--- src/logic/eii_pkg.sv ---
// Function
// Six external interrupt inputs, each filtered against short pulses.
// Config bit picks shared pin role; 0 port, 1 interrupt zero; reset port.
// Fast modes, inputs zero and five reject under 2, accept 7 periods.
// Input one rejects under 63 (select 0) or 15 (select 1) periods.
// Fast modes, inputs two to four reject under 7, accept 25 periods.
// Slow modes, all inputs reject under 1, accept 3.5 slow periods.
// Inputs one to three edge select 0 rising, 1 falling; zero, five falling.
// Input four trigger: 00 rise, 01 fall, 10 both, 11 high level.
// With shared pin as port, its falling edge never sets latch zero.
// Clean edge sets latch within establishment time plus six fast periods.
// Changed input one reject select applies within 64 fast periods.
// Level mode on input four waits for a rising edge after reset.
// Output use of shared pins can fake requests; software masks enables.
// Software disables interrupts when switching clock or rewriting control.
// Control register eight bits at 0x37, defined bits reset zero.
// Software avoids read-modify-write on write-only registers and latches.
// Request serviced only with master and source enables both set.
// Filters are synchronous counters; in-between lengths go either way.
// Detectors pulse a one-cycle set request per event into the latch; input four in level mode holds it while armed and high.
package eii_pkg;
   localparam int          NUM_SRC        = 6;
   localparam logic [5:0]  CTRL_ADDR      = 6'h37;
   localparam logic [7:0]  CTRL_RESET     = 8'h00;
   localparam int          BIT_ONE_REJ    = 7;
   localparam int          BIT_SHARED     = 6;
   localparam int          BIT_FOUR_LO    = 4;
   localparam int          BIT_THREE_ES   = 3;
   localparam int          BIT_TWO_ES     = 2;
   localparam int          BIT_ONE_ES     = 1;
   // Reject times in fast clock periods; the clock is the fast clock
   localparam int          REJ_FAST_PER   = 2;
   localparam int          REJ_MID_PER    = 7;
   localparam int          REJ_ONE_LONG   = 63;
   localparam int          REJ_ONE_SHORT  = 15;
   localparam int          CNT_W          = 6;
   localparam logic [5:0]  THR_FAST       = 6'(REJ_FAST_PER);
   localparam logic [5:0]  THR_MID        = 6'(REJ_MID_PER);
   localparam logic [5:0]  THR_ONE_LONG   = 6'(REJ_ONE_LONG);
   localparam logic [5:0]  THR_ONE_SHORT  = 6'(REJ_ONE_SHORT);
   // Slow modes: two agreeing slow ticks reject 1 and accept 3.5 periods
   localparam logic [5:0]  THR_SLOW_TICKS = 6'h02;
   localparam logic [1:0]  TRIG_RISE      = 2'h0;
   localparam logic [1:0]  TRIG_FALL      = 2'h1;
   localparam logic [1:0]  TRIG_BOTH      = 2'h2;
   localparam logic [1:0]  TRIG_HIGH      = 2'h3;
endpackage

--- src/logic/eii_filter.sv ---
`timescale 1ns/10ps
module eii_filter #(
   parameter int W = eii_pkg::CNT_W
) (
   // Clock and reset
   input  wire logic         clk,
   input  wire logic         rst_n,
   // Mode
   input  wire logic         slow_mode,
   input  wire logic         slow_tick,
   input  wire logic [W-1:0] thresh,
   // Pin and result
   input  wire logic         pin,
   output logic              filt_ff
);
   import eii_pkg::*;

   logic [W-1:0] cnt_ff;
   logic [W-1:0] nxt_cnt;
   logic         step;

   if (W < CNT_W) begin : g_chk
      $error("eii_filter: counter too narrow");
   end

   // Pulses idle high so no spurious edge comes out of reset
   assign step    = slow_mode ? slow_tick : 1'b1;
   assign nxt_cnt = cnt_ff + W'(1);

   always_ff @(posedge clk or negedge rst_n) begin
      if (!rst_n) begin
         cnt_ff <= '0;
      end else if (pin == filt_ff) begin
         cnt_ff <= '0;
      end else if (step) begin
         cnt_ff <= (nxt_cnt >= thresh) ? '0 : nxt_cnt;
      end
   end

   always_ff @(posedge clk or negedge rst_n) begin
      if (!rst_n) begin
         filt_ff <= 1'b1;
      end else if (pin != filt_ff && step && nxt_cnt >= thresh) begin
         filt_ff <= pin;
      end
   end
endmodule

--- src/logic/eii_top.sv ---
`timescale 1ns/10ps
module eii_top (
   // Clock and reset
   input  wire logic                       clk,
   input  wire logic                       arst_n,
   // Register port
   input  wire logic [5:0]                 sfr_addr,
   input  wire logic                       sfr_we,
   input  wire logic                       sfr_re,
   input  wire logic [7:0]                 sfr_wdata,
   output logic [7:0]                      sfr_rdata,
   // Operating mode
   input  wire logic                       slow_mode,
   input  wire logic                       low_freq_tick,
   // Pins
   input  wire logic [eii_pkg::NUM_SRC-1:0] ext_irq_pin,
   output logic                            shared_pin_irq_select,
   // Interrupt latches and enables
   input  wire logic                       master_irq_enable,
   input  wire logic [eii_pkg::NUM_SRC-1:0] source_enable_flag,
   input  wire logic [eii_pkg::NUM_SRC-1:0] latch_clear,
   output logic [eii_pkg::NUM_SRC-1:0]      irq_latch,
   output logic [eii_pkg::NUM_SRC-1:0]      irq_service_req
);
   import eii_pkg::*;

   logic                rst_meta_ff;
   logic                rst_sync_ff;
   logic [7:0]          ctrl_ff;
   logic [7:0]          rdata_ff;
   logic [NUM_SRC-1:0]  filt;
   logic [NUM_SRC-1:0]  filt_prev_ff;
   logic [NUM_SRC-1:0]  set_req;
   logic [NUM_SRC-1:0]  latch_ff;
   logic [CNT_W-1:0]    thr [NUM_SRC];
   logic                four_armed_ff;
   logic [NUM_SRC-1:0]  rise;
   logic [NUM_SRC-1:0]  fall;
   logic                ctrl_hit;

   // Reset release through two flops
   always_ff @(posedge clk or negedge arst_n) begin
      if (!arst_n) begin
         rst_meta_ff <= 1'b0;
         rst_sync_ff <= 1'b0;
      end else begin
         rst_meta_ff <= 1'b1;
         rst_sync_ff <= rst_meta_ff;
      end
   end

   function automatic logic edge_hit(input logic sel, input logic r,
                                     input logic f);
      edge_hit = sel ? f : r;
   endfunction

   // Control register
   assign ctrl_hit = (sfr_addr == CTRL_ADDR);

   always_ff @(posedge clk or negedge rst_sync_ff) begin
      if (!rst_sync_ff) begin
         ctrl_ff <= CTRL_RESET;
      end else if (sfr_we && ctrl_hit) begin
         ctrl_ff <= {sfr_wdata[7:1], 1'b0};
      end
   end

   always_ff @(posedge clk or negedge rst_sync_ff) begin
      if (!rst_sync_ff) begin
         rdata_ff <= 8'h00;
      end else if (sfr_re && ctrl_hit) begin
         rdata_ff <= ctrl_ff;
      end else if (sfr_re) begin
         rdata_ff <= 8'h00;
      end
   end

   assign sfr_rdata             = rdata_ff;
   assign shared_pin_irq_select = ctrl_ff[BIT_SHARED];

   // Reject thresholds; a select change takes effect at once
   always_comb begin
      if (slow_mode) begin
         for (int i = 0; i < NUM_SRC; i++) begin
            thr[i] = THR_SLOW_TICKS;
         end
      end else begin
         thr[0] = THR_FAST;
         thr[5] = THR_FAST;
         thr[1] = ctrl_ff[BIT_ONE_REJ] ? THR_ONE_SHORT
                                       : THR_ONE_LONG;
         thr[2] = THR_MID;
         thr[3] = THR_MID;
         thr[4] = THR_MID;
      end
   end

   for (genvar g = 0; g < NUM_SRC; g++) begin : g_filt
      eii_filter #(
         .W         (CNT_W)
      ) u_filt (
         .clk       (clk),
         .rst_n     (rst_sync_ff),
         .slow_mode (slow_mode),
         .slow_tick (low_freq_tick),
         .thresh    (thr[g]),
         .pin       (ext_irq_pin[g]),
         .filt_ff   (filt[g])
      );
   end

   // Edge detection on filtered inputs
   always_ff @(posedge clk or negedge rst_sync_ff) begin
      if (!rst_sync_ff) begin
         filt_prev_ff <= '1;
      end else begin
         filt_prev_ff <= filt;
      end
   end

   assign rise = filt & ~filt_prev_ff;
   assign fall = ~filt & filt_prev_ff;

   // Level mode needs a rising edge seen after reset
   always_ff @(posedge clk or negedge rst_sync_ff) begin
      if (!rst_sync_ff) begin
         four_armed_ff <= 1'b0;
      end else if (rise[4]) begin
         four_armed_ff <= 1'b1;
      end
   end

   always_comb begin
      set_req[0] = fall[0] & ctrl_ff[BIT_SHARED];
      set_req[1] = edge_hit(ctrl_ff[BIT_ONE_ES], rise[1], fall[1]);
      set_req[2] = edge_hit(ctrl_ff[BIT_TWO_ES], rise[2], fall[2]);
      set_req[3] = edge_hit(ctrl_ff[BIT_THREE_ES], rise[3],
                            fall[3]);
      case (ctrl_ff[BIT_FOUR_LO +: 2])
         TRIG_RISE: set_req[4] = rise[4];
         TRIG_FALL: set_req[4] = fall[4];
         TRIG_BOTH: set_req[4] = rise[4] | fall[4];
         default:   set_req[4] = filt[4] &
                                 (four_armed_ff | rise[4]);
      endcase
      set_req[5] = fall[5];
   end

   // Latches: a set in the clear cycle wins
   always_ff @(posedge clk or negedge rst_sync_ff) begin
      if (!rst_sync_ff) begin
         latch_ff <= '0;
      end else begin
         latch_ff <= (latch_ff & ~latch_clear) | set_req;
      end
   end

   assign irq_latch       = latch_ff;
   assign irq_service_req = latch_ff & source_enable_flag &
                            {NUM_SRC{master_irq_enable}};
endmodule

--- config.mk ---
export PLATFORM = sky130hd
export DESIGN_NAME = eii_top
export DESIGN_NICKNAME = d
export VERILOG_FILES = /design/src/logic/eii_pkg.sv /design/src/logic/eii_filter.sv /design/src/logic/eii_top.sv
export SDC_FILE = /design/constraint.sdc
export NUM_CORES = 1
export LEC_CHECK = 0
export ABC_AREA = 1
export BUFFER_PORTS_ARGS = -buffer_cell sky130_fd_sc_hd__clkbuf_2
export CORE_AREA = 10 10 94 96
export DETAILED_ROUTE_END_ITERATION = 8
export DIE_AREA = 0 0 104 106
export HOLD_SLACK_MARGIN = 0.06
export PLACE_DENSITY = 0.76
export SETUP_SLACK_MARGIN = 0.1
export SYNTH_ARGS = -nofsm -noshare
export SYNTH_HDL_FRONTEND = slang
export SYNTH_SLANG_ARGS = --single-unit
export TNS_END_PERCENT = 1
--- constraint.sdc ---
create_clock -name clk -period 2.68 [get_ports clk]
set_input_delay 0.268 -clock clk [delete_from_list [all_inputs] [get_ports clk]]
set_output_delay 0.268 -clock clk [all_outputs]
set_load 0.1 [all_outputs]
# Yosys cells after proc, flatten, opt, wreduce, memory -nomap -nowiden
# Cells that the tools add are included.
# word_totals
register_bits	72
latchBits	0
mem_bits_rw	0
mem_bits_ro	0
in_bits	39
output_inout_bits	21
mem_count	0
# classes
add_sub_neg	6
multipliers	0
n_div	0
magnitude_cmp	6
n_eq_ne	15
n_shift	0
mux	27
bitwise_logic	13
reduce_logical	22
# op_table
op	n
$mux 6	19
$add 6x1->6 const B	6
$ge 6x6->1	5
$mux 30	1
$and 6x6->6	4
$mux 8	2
$logic_and 1x1->1	14
$reduce_bool 2->1	7
$not 6->6	2
$eq 1x1->1	6
$eq 6x6->1 const B	1
$ge 6x2->1 const B	1
$ne 1x1->1	6
$or 6x6->6	1
$and 5x5->5	1
$not 5->5	1
$mux 1	4
$pmux 1 s3	1
$and 1x1->1	2
$eq 2x1->1 const B	1
$eq 2x2->1 const B	1
$logic_not 2->1	1
$or 1x1->1	2

# Depth between registers and ports, before layout
# Gate-level depths: netlist of run 1.
# logic_depth
ltp_word	6
depth_mapped	12
mapped_depth_nobuf	12

# Hierarchy
# A second synthesis of run 1 with hierarchy kept.
# hier_totals
cells_unflattened	664
hier_area_um2	5237.5
# by_module_without_submodules
module	instances	cells_per_inst	area_each_um2
eii_filter	6	87	650.6
eii_top	1	142	1333.8

# Worst setup path before layout of run 1
# Ideal clock, no wire load.
# synth_path
path_type	reg2out
start	register latch_ff[5] (netlist: irq_latch[5])
end	output irq_service_req[5] (netlist bit)
arrival_ps	2333
path_slack_ps	79
stages_incl_launch_ff	3
cell_sequence	dfrtp_1 inv_1 nor2_1
# synth_via
elab_chain_len	2
# synth_lines
element	line	text
from (decl)	eii_top.sv:34	logic [NUM_SRC-1:0] latch_ff;
from (signal assigned)	eii_top.sv:154	latch_ff <= (latch_ff & ~latch_clear) | set_req;
$and 6x6->6 (2 in a row)	eii_top.sv:159	assign irq_service_req = latch_ff & source_enable_flag &
to (decl)	eii_top.sv:23	output logic [eii_pkg::NUM_SRC-1:0] irq_service_req
# No other way between the ends.

# Worst setup path after layout of run 1
# layout_path
start	register g_filt[1].u_filt.cnt_ff[0]
end	register g_filt[1].u_filt.cnt_ff[0]
# layout_via
elab_chain_len	5
# layout_lines
element	line	text
from (decl)	eii_filter.sv:18	logic [W-1:0] cnt_ff;
from (signal assigned)	eii_filter.sv:36	cnt_ff <= (nxt_cnt >= thresh) ? '0 : nxt_cnt;
$add 6x1->6 *	eii_filter.sv:28	assign nxt_cnt = cnt_ff + W'(1);
$ge 6x6->1	eii_filter.sv:36	
$mux 6 *	eii_filter.sv:36	
$mux 6 *	eii_filter.sv:35	end else if (step) begin
$mux 6 *	eii_filter.sv:33	end else if (pin == filt_ff) begin
# Every way passes the cells marked *; elsewhere a longest branch is shown, timed or not. The select of a mux whose other input is x is not followed.
# A chain may end at the register's enable or synchronous reset.

==> results of run 1 <==
[Yosys cell counts, types with 4 or more instances]
cell     count
nand2_1    110
nand4_1     10
ha_1        21
dfstp_2     12
xor2_1      10
nand3_1     31
nor2_1      46
inv_1       69
o21ai_2      6
a21oi_1     11
dfrtp_1     59
nor2_2       8
o21ai_0     15
nand2_2      4
[report_power, final]
group	internal (mW)	switching [mW]
Clock	0.450	0.393
Sequential	1.34	0.212
Combinational	0.382	0.982
[cells by family (layout without fill, tap and decap cells)]
logic type      after synthesis  after routing
simple gates                217            217
buf+inv                      75            147
flops                        71             71
compound gates               44             44
fa+ha+maj                    21             21
xor+xnor                     13             13
other cells                   2              2
[flip-flops by register name, indices dropped and copies added, names as in the netlist]
register	cells
g_filt.u_filt.cnt_ff	36
four_armed_ff	1
rst_sync_ff	1
sfr_rdata	7
rst_meta_ff	1
ctrl_ff	7
g_filt.u_filt.filt_ff	6
irq_latch	6
filt_prev_ff	6
[final timing paths]
kind,start,endpoint,slack [ns],cells after the start
max,g_filt[1].u_filt.cnt_ff[0],g_filt[1].u_filt.cnt_ff[0],0.62,8
min,latch_clear[0],irq_latch[0],0.09,2
max reg2reg,g_filt[1].u_filt.cnt_ff[0],g_filt[1].u_filt.cnt_ff[0],0.62,8
min reg2reg,rst_sync_ff,g_filt[2].u_filt.cnt_ff[0],0.23,0
max in group asynchronous,rst_sync_ff,g_filt[5].u_filt.filt_ff,1.65,1
min in group asynchronous,rst_sync_ff,g_filt[2].u_filt.cnt_ff[0],0.23,0
[final cells by class]
type	instances	share of cell area, %
timing repair buffer	60	7.18
sequential	71	41.5
inverter	71	6.17
multi-input combinational	297	37.7
tap	99	2.87
clock buffer	10	3.19
clock inverter	6	1.39
[per-stage QoR]
stage                     cells  area [µm²]
after global placement      597        4110
after floorplan             443        3710
after CTS                   614        4320
final                       614        4320
after detailed placement    597        4110
after global routing        614        4320
[critical path: cells and delay by family, from the launching register on]
family | cells | cell delay, ns
adder cells (fa/ha/maj) | 2 | 0.53
AO/OA/AOI/OAI | 3 | 0.52
flip-flops | 1 | 0.44
AND/OR/NAND/NOR | 2 | 0.26
XOR/XNOR | 1 | 0.23
[per-layer routing]
metal,global-route usage (%),up-vias
met2,25.6,65
met4,5.77,0
met1,17.2,1408
met3,3.62,10
met5,0,-
li1,-,1533
[what timing repair did]
item,in CTS,in global routing
endpoints found under the setup margin,0,0
hold buffers,1,0
endpoints found under the hold margin,2,0
==> flow_metrics.env, run 1 <==
export IMPL_syn_avg_cell_area_um2=8.38
export IMPL_syn_to_final_growth_pct=16.4
export IMPL_status="finished clean"
export IMPL_wirelength_um=7750
export IMPL_start_kind="register"
export IMPL_wire_per_inst_um=12.6
export IMPL_vias_per_cell=4.91
export IMPL_clock_sinks=71
export IMPL_io_buffers=57
export IMPL_overflow=0
export IMPL_first_iter_violations=150
export IMPL_h_tree_depth=3
export IMPL_pwr_density_cell_nw_per_um2=870
export IMPL_layout_common_cells="nand2_1 (110), inv_1 (69), dfrtp_1 (58)"
export IMPL_hp_class="input port to register"
export IMPL_antenna_found_initial=0
export IMPL_clockBufferDepth=2
export IMPL_antenna_left=0
export IMPL_fin_hold_ws_ns=0.0904
export IMPL_drc=0
export IMPL_gp_congestion=0.877
export IMPL_multi_input_area_um2=1630
export IMPL_highest_layer="met4"
export IMPL_io_pins=60
export IMPL_seq_area_frac_synth_pct=48.3
export IMPL_dr_wl_met3_um=415
export IMPL_initial_utilization_pct=52.6
export IMPL_ys_flop_type="dfrtp_1"
export IMPL_die_x_um=104
export IMPL_path_class="register to register"
export IMPL_crit_required_ns=2.95
export IMPL_synthMuxAreaShare_pct=0
export IMPL_setup_viol=0
export IMPL_critPathSlowestCell="dfrtp_1"
export IMPL_cts_setup_buffers=0
export IMPL_power_leakage_nw=2.26
export IMPL_layout_setup_ws_ns=0.621
export IMPL_synthSimpleGateAreaFrac_pct=26.1
export IMPL_synthCells=443
export IMPL_clock_skew_ns=0.00501
export IMPL_core_area_um2=7060
export IMPL_cp_max_fo=6
export IMPL_maxCapViolCount=0
export IMPL_rows=31
export IMPL_finalSetupTns_ns=0
export IMPL_fillerInstances=623
export IMPL_met1_length_um=3480
export IMPL_synth_net_count=503
export IMPL_critical_path_max_stage_delay_ns=0.44
export IMPL_cts_buffers=9
export IMPL_post_cts_resize_count=0
export IMPL_clk_pin_slew_ns=0.07
export IMPL_grt_pass1_vias=3094
export IMPL_synth_top_family_by_area="simple AND/OR/NAND/NOR gates"
export IMPL_place_hpwl_um=5910
export IMPL_vias=3016
export IMPL_hold_viol_final=0
export IMPL_die_y_um=106
export IMPL_grt_pass1_wl_um=13800
export IMPL_finalPower_mw=3.76
export IMPL_grt_usage_pct=14.7
export IMPL_fin_crit_sh_pct=76.8
export IMPL_drtPass1Iterations=4
export IMPL_ys_async_sr_fraction_pct=100
export IMPL_crit_chain="ha_1 -> nand3_1 -> xor2_1 -> ha_1 -> a21o_1 -> a21oi_2 -> nand3_4 -> o21ai_2"
export IMPL_drive_gt1_share_pct=22.7
export IMPL_slew_headroom_pct=61.7
export IMPL_place_ws_ns=0.614
export IMPL_synth_edff_count=0
export IMPL_synthTopCellsByArea="dfrtp_1 (40%), nand2_1 (11%), dfstp_2 (8.5%)"
export IMPL_ys_seq_elements=71
export IMPL_grt_max_degree=31
export IMPL_maxSlewViolCount=0
export IMPL_dieArea_um2=11000
export IMPL_synth_compound_area_share_pct=7.35
export IMPL_yosysUniqueCellTypes=33
export IMPL_tightest_slew_ns=0.573
export IMPL_grt_setup_unrepaired="false"
export IMPL_endpoint_kind="register"
export IMPL_insertion_delay_ns=0.34
export IMPL_max_freq_ghz=0.486
export IMPL_final_common_cell="nand2_1"
export IMPL_synth_area_um2=3710
export IMPL_irDropWorstVdd_uv=367
export IMPL_cts_tree="built"
export IMPL_cp_common_cell="ha_1"
export IMPL_n_antenna_cell=0
export IMPL_synth_fa_ha_area_share_pct=7.08
export IMPL_arrival_ns=2.33
export IMPL_nets=570
export IMPL_seq_area_um2=1790
export IMPL_cts_root_buf="clkbuf_8"
export IMPL_met2_length_um=3740
export IMPL_synth_top_cell_area_share_pct=39.8
export IMPL_final_core_util_pct=61.2
export IMPL_synth_warnings=0
export IMPL_synth_area_leader_cell="dfrtp_1"
export IMPL_synth_xor_area_share_pct=3.07
export IMPL_period_needed_ns=2.06
(Power assumes the default switching activity.)
==> run 2: changes to the inputs <==
clock period = 2.15 ns   (was 2.68 ns; I/O delays follow)
==> run 2 against run 1 <==
  * Fmax rose by 6.5%
  * Non-clock buffer count rose by 5
  * Critical path type unchanged
  * Clock-buffer cell count fell by 1
  * Clock power rose by 53%
  * Power rose by 32%
  * Wire length rose by 1.1%
  * First-iteration DRC count fell by 52%
  * Final cell count rose by 0.81%
  * Via count rose by 0.60%
  * Cell area rose by 4.3%
  * Sequential share of layout area fell by 1.7 points
==> flow_metrics.env, run 2 (synthesis gave the netlist of run 1 again) <==
export IMPL_status="finished clean"
export IMPL_layout_setup_ws_ns=0.217
export IMPL_first_iter_violations=72
export IMPL_clock_skew_ns=0.00808
export IMPL_r2r_start="g_filt[1].u_filt.cnt_ff[0]"
export IMPL_use_met2_pct=25.8
export IMPL_cp_max_fo=6
export IMPL_grt_busiest_layer="met2"
export IMPL_largest_reg_flops=36
export IMPL_rrSetupSlack_ns=0.22
export IMPL_power_leakage_nw=2.31
export IMPL_critPathSlowestCell="dfrtp_1"
export IMPL_setup_viol=0
export IMPL_syn_to_final_growth_pct=21.4
export IMPL_maxSlewViolCount=0
export IMPL_clk_pin_slew_ns=0.08
export IMPL_p_int_mw=2.95
export IMPL_finalPower_mw=4.98
export IMPL_drc=0
export IMPL_vias=3034
export IMPL_grt_setup_unrepaired="true"
export IMPL_start_kind="register"
export IMPL_seqPwrFrac_pct=38.6
export IMPL_cts_buffers=9
export IMPL_antenna_found_initial=0
export IMPL_dieArea_um2=11000
export IMPL_irDropWorstVdd_uv=416
export IMPL_place_hpwl_um=5730
export IMPL_clock_sinks=71
export IMPL_clockPowerShare_pct=26.0
export IMPL_antenna_left=0
export IMPL_crit_required_ns=2.43
export IMPL_die_y_um=106
export IMPL_hp_start="latch_clear[4]"
export IMPL_wire_per_inst_um=12.7
export IMPL_cts_root_buf="clkbuf_8"
export IMPL_drtPass1Iterations=4
export IMPL_endpoint_kind="register"
export IMPL_rr_endpoint="g_filt[1].u_filt.cnt_ff[2]"
export IMPL_gp_congestion=0.849
export IMPL_max_freq_ghz=0.517
export IMPL_grt_pass1_wl_um=13500
export IMPL_largest_register="g_filt.u_filt.cnt_ff"
export IMPL_final_common_cell="nand2_1"
export IMPL_initial_utilization_pct=52.6
export IMPL_grt_max_degree=70
export IMPL_clockBufferDepth=2
export IMPL_grt_use_met3_pct=3.56
export IMPL_fillerInstances=596
export IMPL_cts_tree="built"
export IMPL_slew_headroom_pct=63.4
export IMPL_overflow=0
export IMPL_period_needed_ns=1.93
export IMPL_place_ws_ns=0.141
export IMPL_tightest_slew_ns=0.552
export IMPL_pwr_density_cell_nw_per_um2=1100
export IMPL_wirelength_um=7840
export IMPL_fin_hold_ws_ns=0.0638
export IMPL_n_antenna_cell=0
export IMPL_h_tree_depth=3
export IMPL_critical_path_max_stage_delay_ns=0.40
export IMPL_swShare_pct=40.8
export IMPL_maxCapViolCount=0
export IMPL_insertion_delay_ns=0.35
export IMPL_hp_class="input port to register"
export IMPL_arrival_ns=2.21
export IMPL_nets=575
export IMPL_grt_pass1_vias=3049
export IMPL_path_class="register to register"
export IMPL_combPwrFrac_pct=35.4
export IMPL_fin_crit_sh_pct=89.9
export IMPL_vias_per_cell=4.90
export IMPL_io_pins=60
export IMPL_layout_common_cells="nand2_1 (110), inv_1 (69), dfrtp_1 (57), clkbuf_2 (57), nor2_1 (40)"
export IMPL_power_switching_mw=2.03
export IMPL_io_buffers=57
export IMPL_reg2reg_depth=8
export IMPL_hold_end="irq_latch[4]"
export IMPL_hold_viol_final=0
export IMPL_finalSetupTns_ns=0
export IMPL_drive_gt1_share_pct=26.0
export IMPL_core_area_um2=7060
export IMPL_hold_depth=2
export IMPL_rows=31
export IMPL_die_x_um=104
export IMPL_grt_usage_pct=14.7
export IMPL_crit_chain="ha_2 -> nand3_2 -> xor2_2 -> ha_1 -> a21o_1 -> a21oi_4 -> nand3_4 -> o21ai_2"
export IMPL_use_met1_pct=16.7
-- run 2: power groups by stage --
stage / Clock (mW) / Combinational (mW) / Sequential [mW]
finish: 1.29 / 1.76 / 1.92
global route: 1.39 / 1.96 / 1.96
CTS: 1.32 / 1.77 / 1.91
detailed placement: 0 / 1.74 / 1.94
global placement: 0 / 1.67 / 1.92
floorplan: 0 / 0.986 / 2.32
-- run 2: area by class of cell --
class | count | area, µm² | share of cell area (%)
Clock inverter | 7 | 120 | 2.67
Inverter | 71 | 267 | 5.92
Clock buffer | 9 | 124 | 2.75
Sequential cell | 71 | 1790 | 39.8
Tap cell | 99 | 124 | 2.75
Timing Repair Buffer | 65 | 365 | 8.11
Multi-Input combinational cell | 297 | 1710 | 38.0
-- run 2: timing repair --
action / in CTS / in global routing
buffers inserted: 2 / 1
setup endpoints to repair: 1 / 14
hold endpoints to repair: 4 / 0
hold buffers: 3 / 0
pin swaps: 3 / 7
gates cloned: 0 / 0
gates resized for setup: 0 / 11
-- run 2: routing by layer --
| metal | share of wire, % | wire (µm) | vias up |
|---|---|---|---|
| met4 | 1.9 | 146 | 0 |
| li1 | - | - | 1538 |
| met1 | 45 | 3530 | 1425 |
| met2 | 49 | 3810 | 60 |
| met3 | 4.5 | 356 | 11 |
| met5 | 0 | 0 | - |
-- run 2: worst max path at each step --
stage,to,start,cells past startpoint
2_1_floorplan,ctrl_ff[1],rst_sync_ff,0
3_3_place_gp,g_filt[1].u_filt.cnt_ff[1],g_filt[1].u_filt.cnt_ff[0],8
3_5_place_dp,g_filt[1].u_filt.cnt_ff[5],g_filt[1].u_filt.cnt_ff[0],8
4_1_cts,g_filt[1].u_filt.cnt_ff[5],g_filt[1].u_filt.cnt_ff[0],8
5_1_grt,g_filt[1].u_filt.filt_ff,g_filt[1].u_filt.cnt_ff[2],11
6_report,g_filt[1].u_filt.cnt_ff[2],g_filt[1].u_filt.cnt_ff[0],8
-- run 2: critical path, delay by kind of cell, from the launching register on --
family	cells	cell delay [ns]
AOI/OAI and AO/OA	3	0.54
adders and majority gates	2	0.51
DFF	1	0.40
and+or+nand+nor	2	0.26
xor gates and xnor gates	1	0.17
-- run 2: metrics by stage --
step           area [µm²]  util [%]  cells
3_3_place_gp         4140      58.7    597
5_1_grt              4510      63.8    619
2_1_floorplan        3730         -    443
4_1_cts              4430      62.8    618
6_report             4510      63.8    619
3_5_place_dp         4140      58.7    597
